**src/logic/lab_pkg.sv**
```systemverilog
// Shared constants and types of the logic, average and branch executor
package lab_pkg;
    localparam int DATA_W      = 32;
    localparam int HALF_W      = 16;
    localparam int BYTE_W      = 8;
    localparam int DISP_W      = 21;
    localparam int DISP_SHIFT  = 2;
    localparam int DELAY_SLOTS = 5;
    localparam int SLOT_W      = 3;
    localparam logic [SLOT_W-1:0] SLOT_ZERO = 3'h0;
    localparam logic [SLOT_W-1:0] SLOT_LOAD = 3'(DELAY_SLOTS);
    localparam logic [DATA_W-1:0] ZERO_WORD = 32'h0000_0000;
    localparam logic [4:0]        ZERO_REG  = 5'h00;

    // Operation codes presented by the decoder
    typedef enum logic [2:0] {
        LAB_OP_NONE,
        LAB_OP_AND_INVERT_OP,
        LAB_OP_AVGH,
        LAB_OP_AVGB,
        LAB_OP_BDISP,
        LAB_OP_BREG
    } lab_op_t;

    // Functional unit that issued the operation
    typedef enum logic [2:0] {
        LAB_U_L1, LAB_U_L2, LAB_U_S1, LAB_U_S2,
        LAB_U_D1, LAB_U_D2, LAB_U_M1, LAB_U_M2
    } lab_unit_t;
endpackage

```
**src/logic/lab_avg_if.sv**
```systemverilog
// Carrier between the executor and its packed-average unit
interface lab_avg_if;
    import lab_pkg::*;
    logic              start;
    logic              byte_mode;
    logic [DATA_W-1:0] a;
    logic [DATA_W-1:0] b;
    logic [DATA_W-1:0] result;
    logic              done;
    modport exec (output start, byte_mode, a, b, input result, done);
    modport unit (input start, byte_mode, a, b, output result, done);
endinterface

```
**src/logic/lab_avg_unit.sv**
```systemverilog
// Two-cycle packed halfword and byte average unit
module lab_avg_unit (
    // Clock and reset
    input  wire logic core_clk_i,
    input  wire logic nrst_i,
    // Executor side
    lab_avg_if.unit   avg
);
    import lab_pkg::*;

    // Rounded average of one byte lane, unsigned
    function automatic logic [BYTE_W-1:0] avg_byte(
        input logic [BYTE_W-1:0] x, input logic [BYTE_W-1:0] y);
        logic [BYTE_W:0] s;
        s = {1'b0, x} + {1'b0, y} + 9'h001;
        return s[BYTE_W:1];
    endfunction

    // Rounded average of one halfword lane, signed
    function automatic logic [HALF_W-1:0] avg_half(
        input logic [HALF_W-1:0] x, input logic [HALF_W-1:0] y);
        logic signed [HALF_W:0] s;
        s = $signed({x[HALF_W-1], x}) + $signed({y[HALF_W-1], y})
            + 17'sh00001;
        return s[HALF_W:1];
    endfunction

    logic [DATA_W-1:0] lane_nxt;

    // Lanes never carry into each other, so no overflow exists
    genvar g;
    generate
        for (g = 0; g < DATA_W / HALF_W; g++) begin : g_half
            logic [HALF_W-1:0] hres;
            logic [HALF_W-1:0] bres;
            assign hres = avg_half(avg.a[g*HALF_W +: HALF_W],
                                   avg.b[g*HALF_W +: HALF_W]);
            assign bres = {avg_byte(avg.a[g*HALF_W+BYTE_W +: BYTE_W],
                                    avg.b[g*HALF_W+BYTE_W +: BYTE_W]),
                           avg_byte(avg.a[g*HALF_W +: BYTE_W],
                                    avg.b[g*HALF_W +: BYTE_W])};
            assign lane_nxt[g*HALF_W +: HALF_W] = avg.byte_mode ? bres : hres;
        end
    endgenerate

    // Result register gives the one delay slot
    always_ff @(posedge core_clk_i or negedge nrst_i) begin
        if (!nrst_i) begin
            avg.result <= ZERO_WORD;
            avg.done   <= 1'b0;
        end else begin
            avg.done <= avg.start;
            if (avg.start) begin
                avg.result <= lane_nxt;
            end
        end
    end
endmodule

```
**src/logic/lab_exec.sv**
```systemverilog
// Executor for and-invert, packed averages and the two branch forms
// Operation
// - and_invert_op gives src1 AND NOT src2
// - Halfword average rounds, one delay slot
// - Signed halfword lanes independent, no overflow
// - Byte average rounds, one delay slot
// - Unsigned byte lanes independent, no overflow
// - Displacement branch: disp shifted two plus base
// - Base is first address of E1 packet
// - Two taken branches per packet undefined
// - Delay-slot packets block interrupts
// - Five delay slots, target in cycle six
// - Split target packet stalls on enhanced core
// - Register branch loads src2, side2 S only
module lab_exec #(
    parameter bit ENHANCED = 1'b1
) (
    // Clock and reset
    input  wire logic                       core_clk_i,
    input  wire logic                       nrst_i,
    // Issued instruction in E1
    input  wire logic                       issue_i,
    input  wire lab_pkg::lab_op_t           op_i,
    input  wire lab_pkg::lab_unit_t         unit_i,
    input  wire logic                       cond_i,
    input  wire logic [4:0]                 dst_i,
    input  wire logic [lab_pkg::DATA_W-1:0] src1_i,
    input  wire logic [lab_pkg::DATA_W-1:0] src2_i,
    input  wire logic [lab_pkg::DISP_W-1:0] disp_const_i,
    input  wire logic [lab_pkg::DATA_W-1:0] packet_base_pc_i,
    input  wire logic                       pkt_has_pc_constant_add_op_i,
    // Fetch state
    input  wire logic                       target_split_i,
    input  wire logic                       second_fetch_ok_i,
    // Register write
    output logic                            wr_en_o,
    output logic [4:0]                      wr_dst_o,
    output logic [lab_pkg::DATA_W-1:0]      wr_data_o,
    // Branch and pipeline control
    output logic                            fc_load_o,
    output logic [lab_pkg::DATA_W-1:0]      fetch_counter_o,
    output logic                            int_block_o,
    output logic                            stall_o,
    output logic                            illegal_o
);
    import lab_pkg::*;

    lab_avg_if avg ();

    lab_avg_unit u_avg (
        .core_clk_i (core_clk_i),
        .nrst_i     (nrst_i),
        .avg        (avg)
    );

    // Unit legality for each operation
    function automatic logic unit_ok(input lab_op_t o, input lab_unit_t u);
        unique case (o)
            LAB_OP_AND_INVERT_OP:  return !(u inside {LAB_U_M1, LAB_U_M2});
            LAB_OP_AVGH,
            LAB_OP_AVGB:  return u inside {LAB_U_M1, LAB_U_M2};
            LAB_OP_BDISP: return u inside {LAB_U_S1, LAB_U_S2};
            LAB_OP_BREG:  return u == LAB_U_S2;
            LAB_OP_NONE:  return 1'b0;
            default:      return 1'b0; // Spare codes never issue
        endcase
    endfunction

    logic               legal;
    logic               go;
    logic               is_branch;
    logic               pc_constant_add_op_clash;
    logic [DATA_W-1:0]  disp_ext;
    logic [SLOT_W-1:0]  slot_r;
    logic [SLOT_W-1:0]  slot_nxt;
    logic               avg_pend_r;
    logic [4:0]         avg_dst_r;
    logic               split_r;

    // Condition gates writes and branch loads; the delay-slot counter and the illegal flag ignore it
    assign is_branch    = op_i inside {LAB_OP_BDISP, LAB_OP_BREG};
    assign pc_constant_add_op_clash = (op_i == LAB_OP_BDISP) && pkt_has_pc_constant_add_op_i;
    assign legal = unit_ok(op_i, unit_i) && !pc_constant_add_op_clash;
    assign go    = issue_i && legal && cond_i;
    assign disp_ext = DATA_W'(signed'(disp_const_i)) << DISP_SHIFT;

    // Packed average launches into the two-cycle unit
    assign avg.start     = go && (op_i inside {LAB_OP_AVGH, LAB_OP_AVGB});
    assign avg.byte_mode = (op_i == LAB_OP_AVGB);
    assign avg.a         = src1_i;
    assign avg.b         = src2_i;

    // Remember destination across the delay slot
    always_ff @(posedge core_clk_i or negedge nrst_i) begin
        if (!nrst_i) begin
            avg_pend_r <= 1'b0;
            avg_dst_r  <= ZERO_REG;
        end else begin
            avg_pend_r <= avg.start;
            if (avg.start) begin
                avg_dst_r <= dst_i;
            end
        end
    end

    // Write port: single-cycle result beats a finishing average; the beaten average is never written
    always_ff @(posedge core_clk_i or negedge nrst_i) begin
        if (!nrst_i) begin
            wr_en_o   <= 1'b0;
            wr_dst_o  <= ZERO_REG;
            wr_data_o <= ZERO_WORD;
        end else if (go && op_i == LAB_OP_AND_INVERT_OP) begin
            wr_en_o   <= 1'b1;
            wr_dst_o  <= dst_i;
            wr_data_o <= src1_i & ~src2_i;
        end else if (avg.done && avg_pend_r) begin
            wr_en_o   <= 1'b1;
            wr_dst_o  <= avg_dst_r;
            wr_data_o <= avg.result;
        end else begin
            wr_en_o   <= 1'b0;
        end
    end

    // Branch target into fetch counter; base is the E1 packet address
    always_ff @(posedge core_clk_i or negedge nrst_i) begin
        if (!nrst_i) begin
            fc_load_o       <= 1'b0;
            fetch_counter_o <= ZERO_WORD;
        end else begin
            fc_load_o <= go && is_branch;
            if (go && op_i == LAB_OP_BDISP) begin
                fetch_counter_o <= packet_base_pc_i + disp_ext;
            end else if (go && op_i == LAB_OP_BREG) begin
                fetch_counter_o <= src2_i;
            end
        end
    end

    // Delay-slot counter runs taken or not
    always_comb begin
        slot_nxt = slot_r;
        if (issue_i && legal && is_branch) begin
            slot_nxt = SLOT_LOAD;
        end else if (slot_r != SLOT_ZERO && !stall_o) begin
            slot_nxt = slot_r - 3'h1;
        end
    end

    always_ff @(posedge core_clk_i or negedge nrst_i) begin
        if (!nrst_i) begin
            slot_r      <= SLOT_ZERO;
            int_block_o <= 1'b0;
        end else begin
            slot_r      <= slot_nxt;
            int_block_o <= slot_nxt != SLOT_ZERO;
        end
    end

    // Split target packet waits for its second half
    always_ff @(posedge core_clk_i or negedge nrst_i) begin
        if (!nrst_i) begin
            split_r <= 1'b0;
            stall_o <= 1'b0;
        end else begin
            if (go && is_branch) begin
                split_r <= ENHANCED && target_split_i;
            end else if (stall_o && second_fetch_ok_i) begin
                split_r <= 1'b0;
            end
            stall_o <= split_r && slot_r == 3'h1 && !second_fetch_ok_i
                       || stall_o && !second_fetch_ok_i;
        end
    end

    // Flag bad unit or forbidden pairing; undefined cases are not decoded
    always_ff @(posedge core_clk_i or negedge nrst_i) begin
        if (!nrst_i) begin
            illegal_o <= 1'b0;
        end else begin
            illegal_o <= issue_i && op_i != LAB_OP_NONE && !legal;
        end
    end
endmodule

```
**config.mk**
```make
export PLATFORM = sky130hd
export DESIGN_NAME = lab_exec
export DESIGN_NICKNAME = d
export VERILOG_FILES = /design/src/logic/lab_pkg.sv /design/src/logic/lab_avg_if.sv /design/src/logic/lab_avg_unit.sv /design/src/logic/lab_exec.sv
export SDC_FILE = /design/constraint.sdc
export NUM_CORES = 1
export LEC_CHECK = 0
export ABC_AREA = 1
export BUFFER_PORTS_ARGS = -buffer_cell sky130_fd_sc_hd__buf_2
export CAP_MARGIN = 5
export CELL_PAD_IN_SITES_DETAIL_PLACEMENT = 1
export CELL_PAD_IN_SITES_GLOBAL_PLACEMENT = 2
export CORE_ASPECT_RATIO = 0.8
export CORE_MARGIN = 5
export CORE_UTILIZATION = 32
export CTS_CLUSTER_DIAMETER = 40
export DETAILED_ROUTE_END_ITERATION = 16
export PLACE_DENSITY_LB_ADDON = 0.1
export SLEW_MARGIN = 20
export SYNTH_ARGS = -nofsm -noshare
export SYNTH_HDL_FRONTEND = slang
export SYNTH_SLANG_ARGS = --single-unit
```
**constraint.sdc**
```tcl
create_clock -name core_clk_i -period 4.4 [get_ports core_clk_i]
set_input_delay 0.88 -clock core_clk_i [delete_from_list [all_inputs] [get_ports core_clk_i]]
set_output_delay 0.88 -clock core_clk_i [all_outputs]
set_load 0.005 [all_outputs]
```
## Word level (Yosys, flattened, before mapping)

Cells that the tools add are included.

- Flip-flop bits (word level): 116
- Bits of input ports: 135
- Output and inout bits: 74

- $add $sub $neg: 14
- Eq/ne operators: 10
- Mux-type cells: 15
- Bitwise logic cells: 2
- Reduce and logical (&&, ||, !) cells: 34

Operators with widths:

| operator | count |
|---|---|
| $mux W32 | 4 |
| $add A8 B8 Y9 | 4 |
| $add A9 B1 Y9 const B | 4 |
| $add A16 B16 Y17 | 2 |
| $add A17 B2 Y17 const B | 2 |
| $add A32 B32 Y32 | 1 |
| $and A32 B32 Y32 | 1 |
| $mux W16 | 2 |
| $not A32 Y32 | 1 |
| $logic_and A1 B1 Y1 | 17 |
| $reduce_bool A2 Y1 | 7 |
| $eq A3 B2 Y1 const B | 4 |
| $eq A3 B3 Y1 const B | 4 |
| $mux W5 | 2 |
| $reduce_bool A3 Y1 | 3 |
| $eq A3 B1 Y1 const B | 2 |
| $mux W3 | 2 |
| $logic_not A1 Y1 | 5 |
| $mux W1 | 4 |
| $pmux W1 S4 | 1 |
| $sub A3 B1 Y3 const B | 1 |
| $reduce_or A2 Y1 | 1 |
| $logic_or A1 B1 Y1 | 1 |

## Depth between registers and ports, before layout

- Depth after elaboration: 10
- Gate-level depth with buffers: 14

## By module

Synthesis repeated with hierarchy kept, for this count alone.

- Cells, all modules: 1512
- Area total of the unflattened synthesis: 9603.0 sq um

By module, submodules not included:

| module | times used | cells an instance | area each (sq um) | seq. area each (sq um) |
|---|---|---|---|---|
| lab_exec | 1 | 981 | 6271.0 | 2102.0 |
| lab_avg_unit | 1 | 531 | 3331.9 | 825.8 |

## Worst setup path before layout

Ideal clock, no wire load.

- Kind: input port to flip-flop
- From: input disp_const_i[0] (netlist bit)
- To: register fetch_counter_o[18] (netlist bit)
- Library setup time: 0.117 ns
- Arrival: 2.287 ns
- Data required time: 4.283 ns
- Slack: 1.995 ns
- Stages on the path: 12
- Buffers on the path: 0
- Path through: ha_1 fa_1 nand3_1 nand3_1 nand2_1 nand3_1 nand2_1 nand3b_1 nand2_1 nand2_1 nand3_1 nand2_1

- Cells in the longest elaborated chain, start to end: 2

RTL lines:

| item | RTL line | RTL |
|---|---|---|
| start: declaration | lab_exec.sv:29 | `input wire logic [lab_pkg::DISP_W-1:0] disp_const_i,` |
| $add A32 B32 Y32 | lab_exec.sv:133 | `fetch_counter_o <= packet_base_pc_i + disp_ext;` |
| $mux W32 | lab_exec.sv:132 | `if (go && op_i == LAB_OP_BDISP) begin` |
| end signal: assignment | lab_exec.sv:133 |  |
| end signal: assignment | lab_exec.sv:135 | `fetch_counter_o <= src2_i;` |
| end: declaration | lab_exec.sv:41 | `output logic [lab_pkg::DATA_W-1:0] fetch_counter_o,` |

No other way between the ends.
A chain may end at the register's enable or synchronous reset.

## Final worst setup path

- From: input op_i[1]
- To: register fetch_counter_o[27] (netlist bit)

- Cells in the longest elaborated chain, start to end: 8
- Elaborated cells between the ends (all ways): 16

RTL lines:

| item | RTL line | RTL |
|---|---|---|
| start: declaration | lab_exec.sv:23 | `input wire lab_pkg::lab_op_t op_i,` |
| $eq A3 B2 Y1 or $eq A3 B3 Y1 (tied branches) | lab_exec.sv:58, lab_exec.sv:82, lab_exec.sv:132 |  |
| $reduce_or A2 Y1 or $logic_and A1 B1 Y1 (tied branches) | lab_exec.sv:58, lab_exec.sv:82 |  |
| $pmux W1 S4 or $logic_not A1 Y1 (tied branches) | lab_exec.sv:58, lab_exec.sv:83 |  |
| $logic_and A1 B1 Y1 | lab_exec.sv:83 | `assign legal = unit_ok(op_i, unit_i) && !pc_constant_add_op_clash;` |
| $logic_and A1 B1 Y1 (2 in series) | lab_exec.sv:84 | `assign go = issue_i && legal && cond_i;` |
| $logic_and A1 B1 Y1, on equally long branches | lab_exec.sv:132, lab_exec.sv:134 |  |
| $mux W32 or $reduce_bool A2 Y1 (tied branches) | - |  |

Several ways; a longest one is shown, not always the timed one.

==> impl_metrics.json <==
{
  "status": "finished, final reports clean",
  "leakagePower_nw": 6.84,
  "htreeDepth": 4,
  "place_congestion": 0.889,
  "yosys.cell_types.count": 31,
  "area_growth_pct": 20.9,
  "yosys_warnings": 0,
  "clk_latency_ns": 0.43,
  "synth_top_family_by_area": "simple AND/OR/NAND/NOR gates",
  "cpMaxStageDelayCell": "inv_2",
  "slew_headroom": 0.451,
  "worst_clock_skew_ns": 0.0132,
  "synthSimpleGateAreaFrac": 0.398,
  "route.detailed.drc": 0,
  "fin_crit_sh": 0.612,
  "most-common-layout-cells": "529 x nand2_1, 230 x nand3_1, 207 x buf_2",
  "routed_wl_um": 38000,
  "synth_mux_area_frac": 0,
  "tightestPinTransition_ns": 0.823,
  "synth_compound_area_frac": 0.0540,
  "antenna_found_initial": 1,
  "max_freq_mhz": 371,
  "ant_nets": 0,
  "powerDensity_mw_per_mm2": 347,
  "die_w_um": 205,
  "hpwl_um": 30500,
  "end_kind": "flop",
  "maxSlewViolCount": 0,
  "postCtsHoldBufs": 0,
  "die_y_um": 166,
  "vdd_ir_drop_max_uv": 225,
  "utilization": 0.390,
  "synth-edff-count": 0,
  "hold_viol": 0,
  "clock_sinks": 116,
  "n_antenna_cell": 0,
  "ys_seq_elements": 116,
  "place_worst_setup_slack_ns": 1.24,
  "ios": 209,
  "ctsResizeCount": 0,
  "grt_pass1_vias": 10500,
  "wire_per_inst_um": 18.0,
  "drive_gt1_frac": 0.158,
  "clkSlewWorstSetupHoldPaths_ns": 0.06,
  "internal_power_mw": 2.65,
  "grt_pass1_wl_um": 60300,
  "holdWs_ns": 0.482,
  "post_cts_buffers": 0,
  "mostFrequentLayoutCell": "nand2_1",
  "crit_chain": "buf_2 -> nor2_2 -> nand2_2 -> nor2_1 -> nor2_1 -> nand2_2 -> nand4_4 -> nor2_4 -> inv_2 -> nor2_1 -> nand2_1 -> nand2_1",
  "drtPass1Iterations": 5,
  "setup_viol": 0,
  "switchingPower_mw": 1.44,
  "ys.flop_type": "dfrtp_1",
  "core-area_mm2": 0.0302,
  "globalRouteTotalUtil": 0.225,
  "finalSetupTns_ns": 0,
  "avgSynthCellArea_um2": 6.53,
  "combPwrFrac": 0.290,
  "grt_overflow": 0,
  "seqPwrFrac": 0.350,
  "timing.final.ws_setup_ns": 1.71,
  "grt_max_degree": 76,
  "cts_tree": "done",
  "pwr-share-clk": 0.360,
  "port_buffers": 208,
  "p_sw_frac": 0.352,
  "yosysSeqAreaShare": 0.298,
  "rsz0062_at_grt": "false",
  "clockRootBuffer": "clkbuf_16",
  "start_kind": "input pin",
  "maxCapViolCount": 0,
  "start_util": 0.322,
  "crit_top_cell": "nor2_1",
  "yosys.area_share.adder": 0.131,
  "first_iter_violations": 491,
  "vias": 10200,
  "crit_arrival_ns": 3.05,
  "async_flop_share": 1.00,
  "synthCells": 1492,
  "synth_xor_area_frac": 0.0234,
  "die-area_mm2": 0.0341,
  "cp_max_fo": 45,
  "hp-class": "reg -> reg",
  "crit_type": "in -> reg",
  "fin_crit_ns": 2.69,
  "rows": 57,
  "syn_area_mm2": 0.00975,
  "numCtsBuffers": 17,
  "max_stage_delay_ns": 0.50,
  "fin_nets": 1920,
  "required_ns": 4.75,
  "vias_per_cell": 4.81,
  "power_mw": 4.09,
  "clock_path_buffers": 2,
  "synth_nets": 1726
}
-- per-stage QoR --
stage          cells  instance area, µm²
2_1_floorplan   1492                9750
3_3_place_gp    2080               11200
3_5_place_dp    2080               11200
4_1_cts         2112               11800
5_1_grt         2112               11800
6_report        2112               11800
-- critical path, delay by kind of cell --
family / cells / cell delay [ns]
buffers and inverters: 2 / 0.62
and+or+nand+nor: 10 / 1.54
-- power by group through the flow --
stage,Sequential (mW),Clock (mW),Combinational (mW)
6_report,1.43,1.47,1.19
5_1_grt,1.46,1.57,1.36
4_1_cts,1.43,1.51,1.20
3_5_place_dp,1.45,0,1.19
3_3_place_gp,1.45,0,1.17
2_1_floorplan,1.42,0,0.693
-- state kept, by name (all words and copies together) (netlist names) --
name	cells
avg_dst_r	5
fc_load_o	1
split_r	1
slot_r	3
wr_dst_o	5
illegal_o	1
int_block_o	1
fetch_counter_o	32
wr_data_o	32
stall_o	1
u_avg.avg.done	1
u_avg.avg.result	32
wr_en_o	1
-- synthesized netlist by cell type, types with 7 or more instances --
master / instances / area [µm²]
nand2_1: 529 / 1990
nand3_1: 230 / 1150
inv_1: 186 / 698
dfrtp_1: 116 / 2900
nor2_1: 113 / 424
ha_1: 94 / 1180
a21oi_1: 46 / 230
o21ai_0: 39 / 195
buf_2: 16 / 80.1
xor2_1: 14 / 123
clkbuf_1: 12 / 45.0
xnor2_1: 12 / 105
buf_4: 11 / 82.6
nor3_1: 11 / 55.1
nand4_1: 8 / 50.1
and2_1: 7 / 43.8
-- cells by family after synthesis --
logic type	after synthesis
and+or+nand+nor	920
buffers and inverters	232
DFF	116
AOI/OAI and AO/OA	99
adders and majority gates	99
xor gates and xnor gates	26
-- path summary, 6_finish.rpt --
kind                                         start                   to  slack (ns)  cells past startpoint
worst max-delay path                       op_i[1]  fetch_counter_o[27]        1.71                     12
worst min-delay path            fetch_counter_o[5]   fetch_counter_o[5]        0.48                      2
worst max register to register      u_avg.avg.done          wr_dst_o[3]        2.43                      5
worst min register to register  fetch_counter_o[5]   fetch_counter_o[5]        0.48                      2
max in group asynchronous                   nrst_i  fetch_counter_o[30]        3.14                      2
min in group asynchronous                   nrst_i         wr_data_o[4]        0.49                      1
-- layer usage --
metal / vias up / wire length (µm) / GRT usage
met3: 35 / 1310 / 0.0324
li1: 5113 / - / -
met5: - / 0 / 0
met1: 4848 / 19000 / 0.321
met2: 173 / 17100 / 0.360
met4: 0 / 688 / 0.0539
-- cell type report --
cell class,count,area [µm²]
Sequential cell,116,2900
Fill cell,4046,18500
Multi-Input combinational cell,1144,5910
Tap cell,413,517
Timing Repair Buffer,216,1130
Clock inverter,14,175
Inverter,191,717
Clock buffer,18,429
Power figures use the tool's default switching activity.
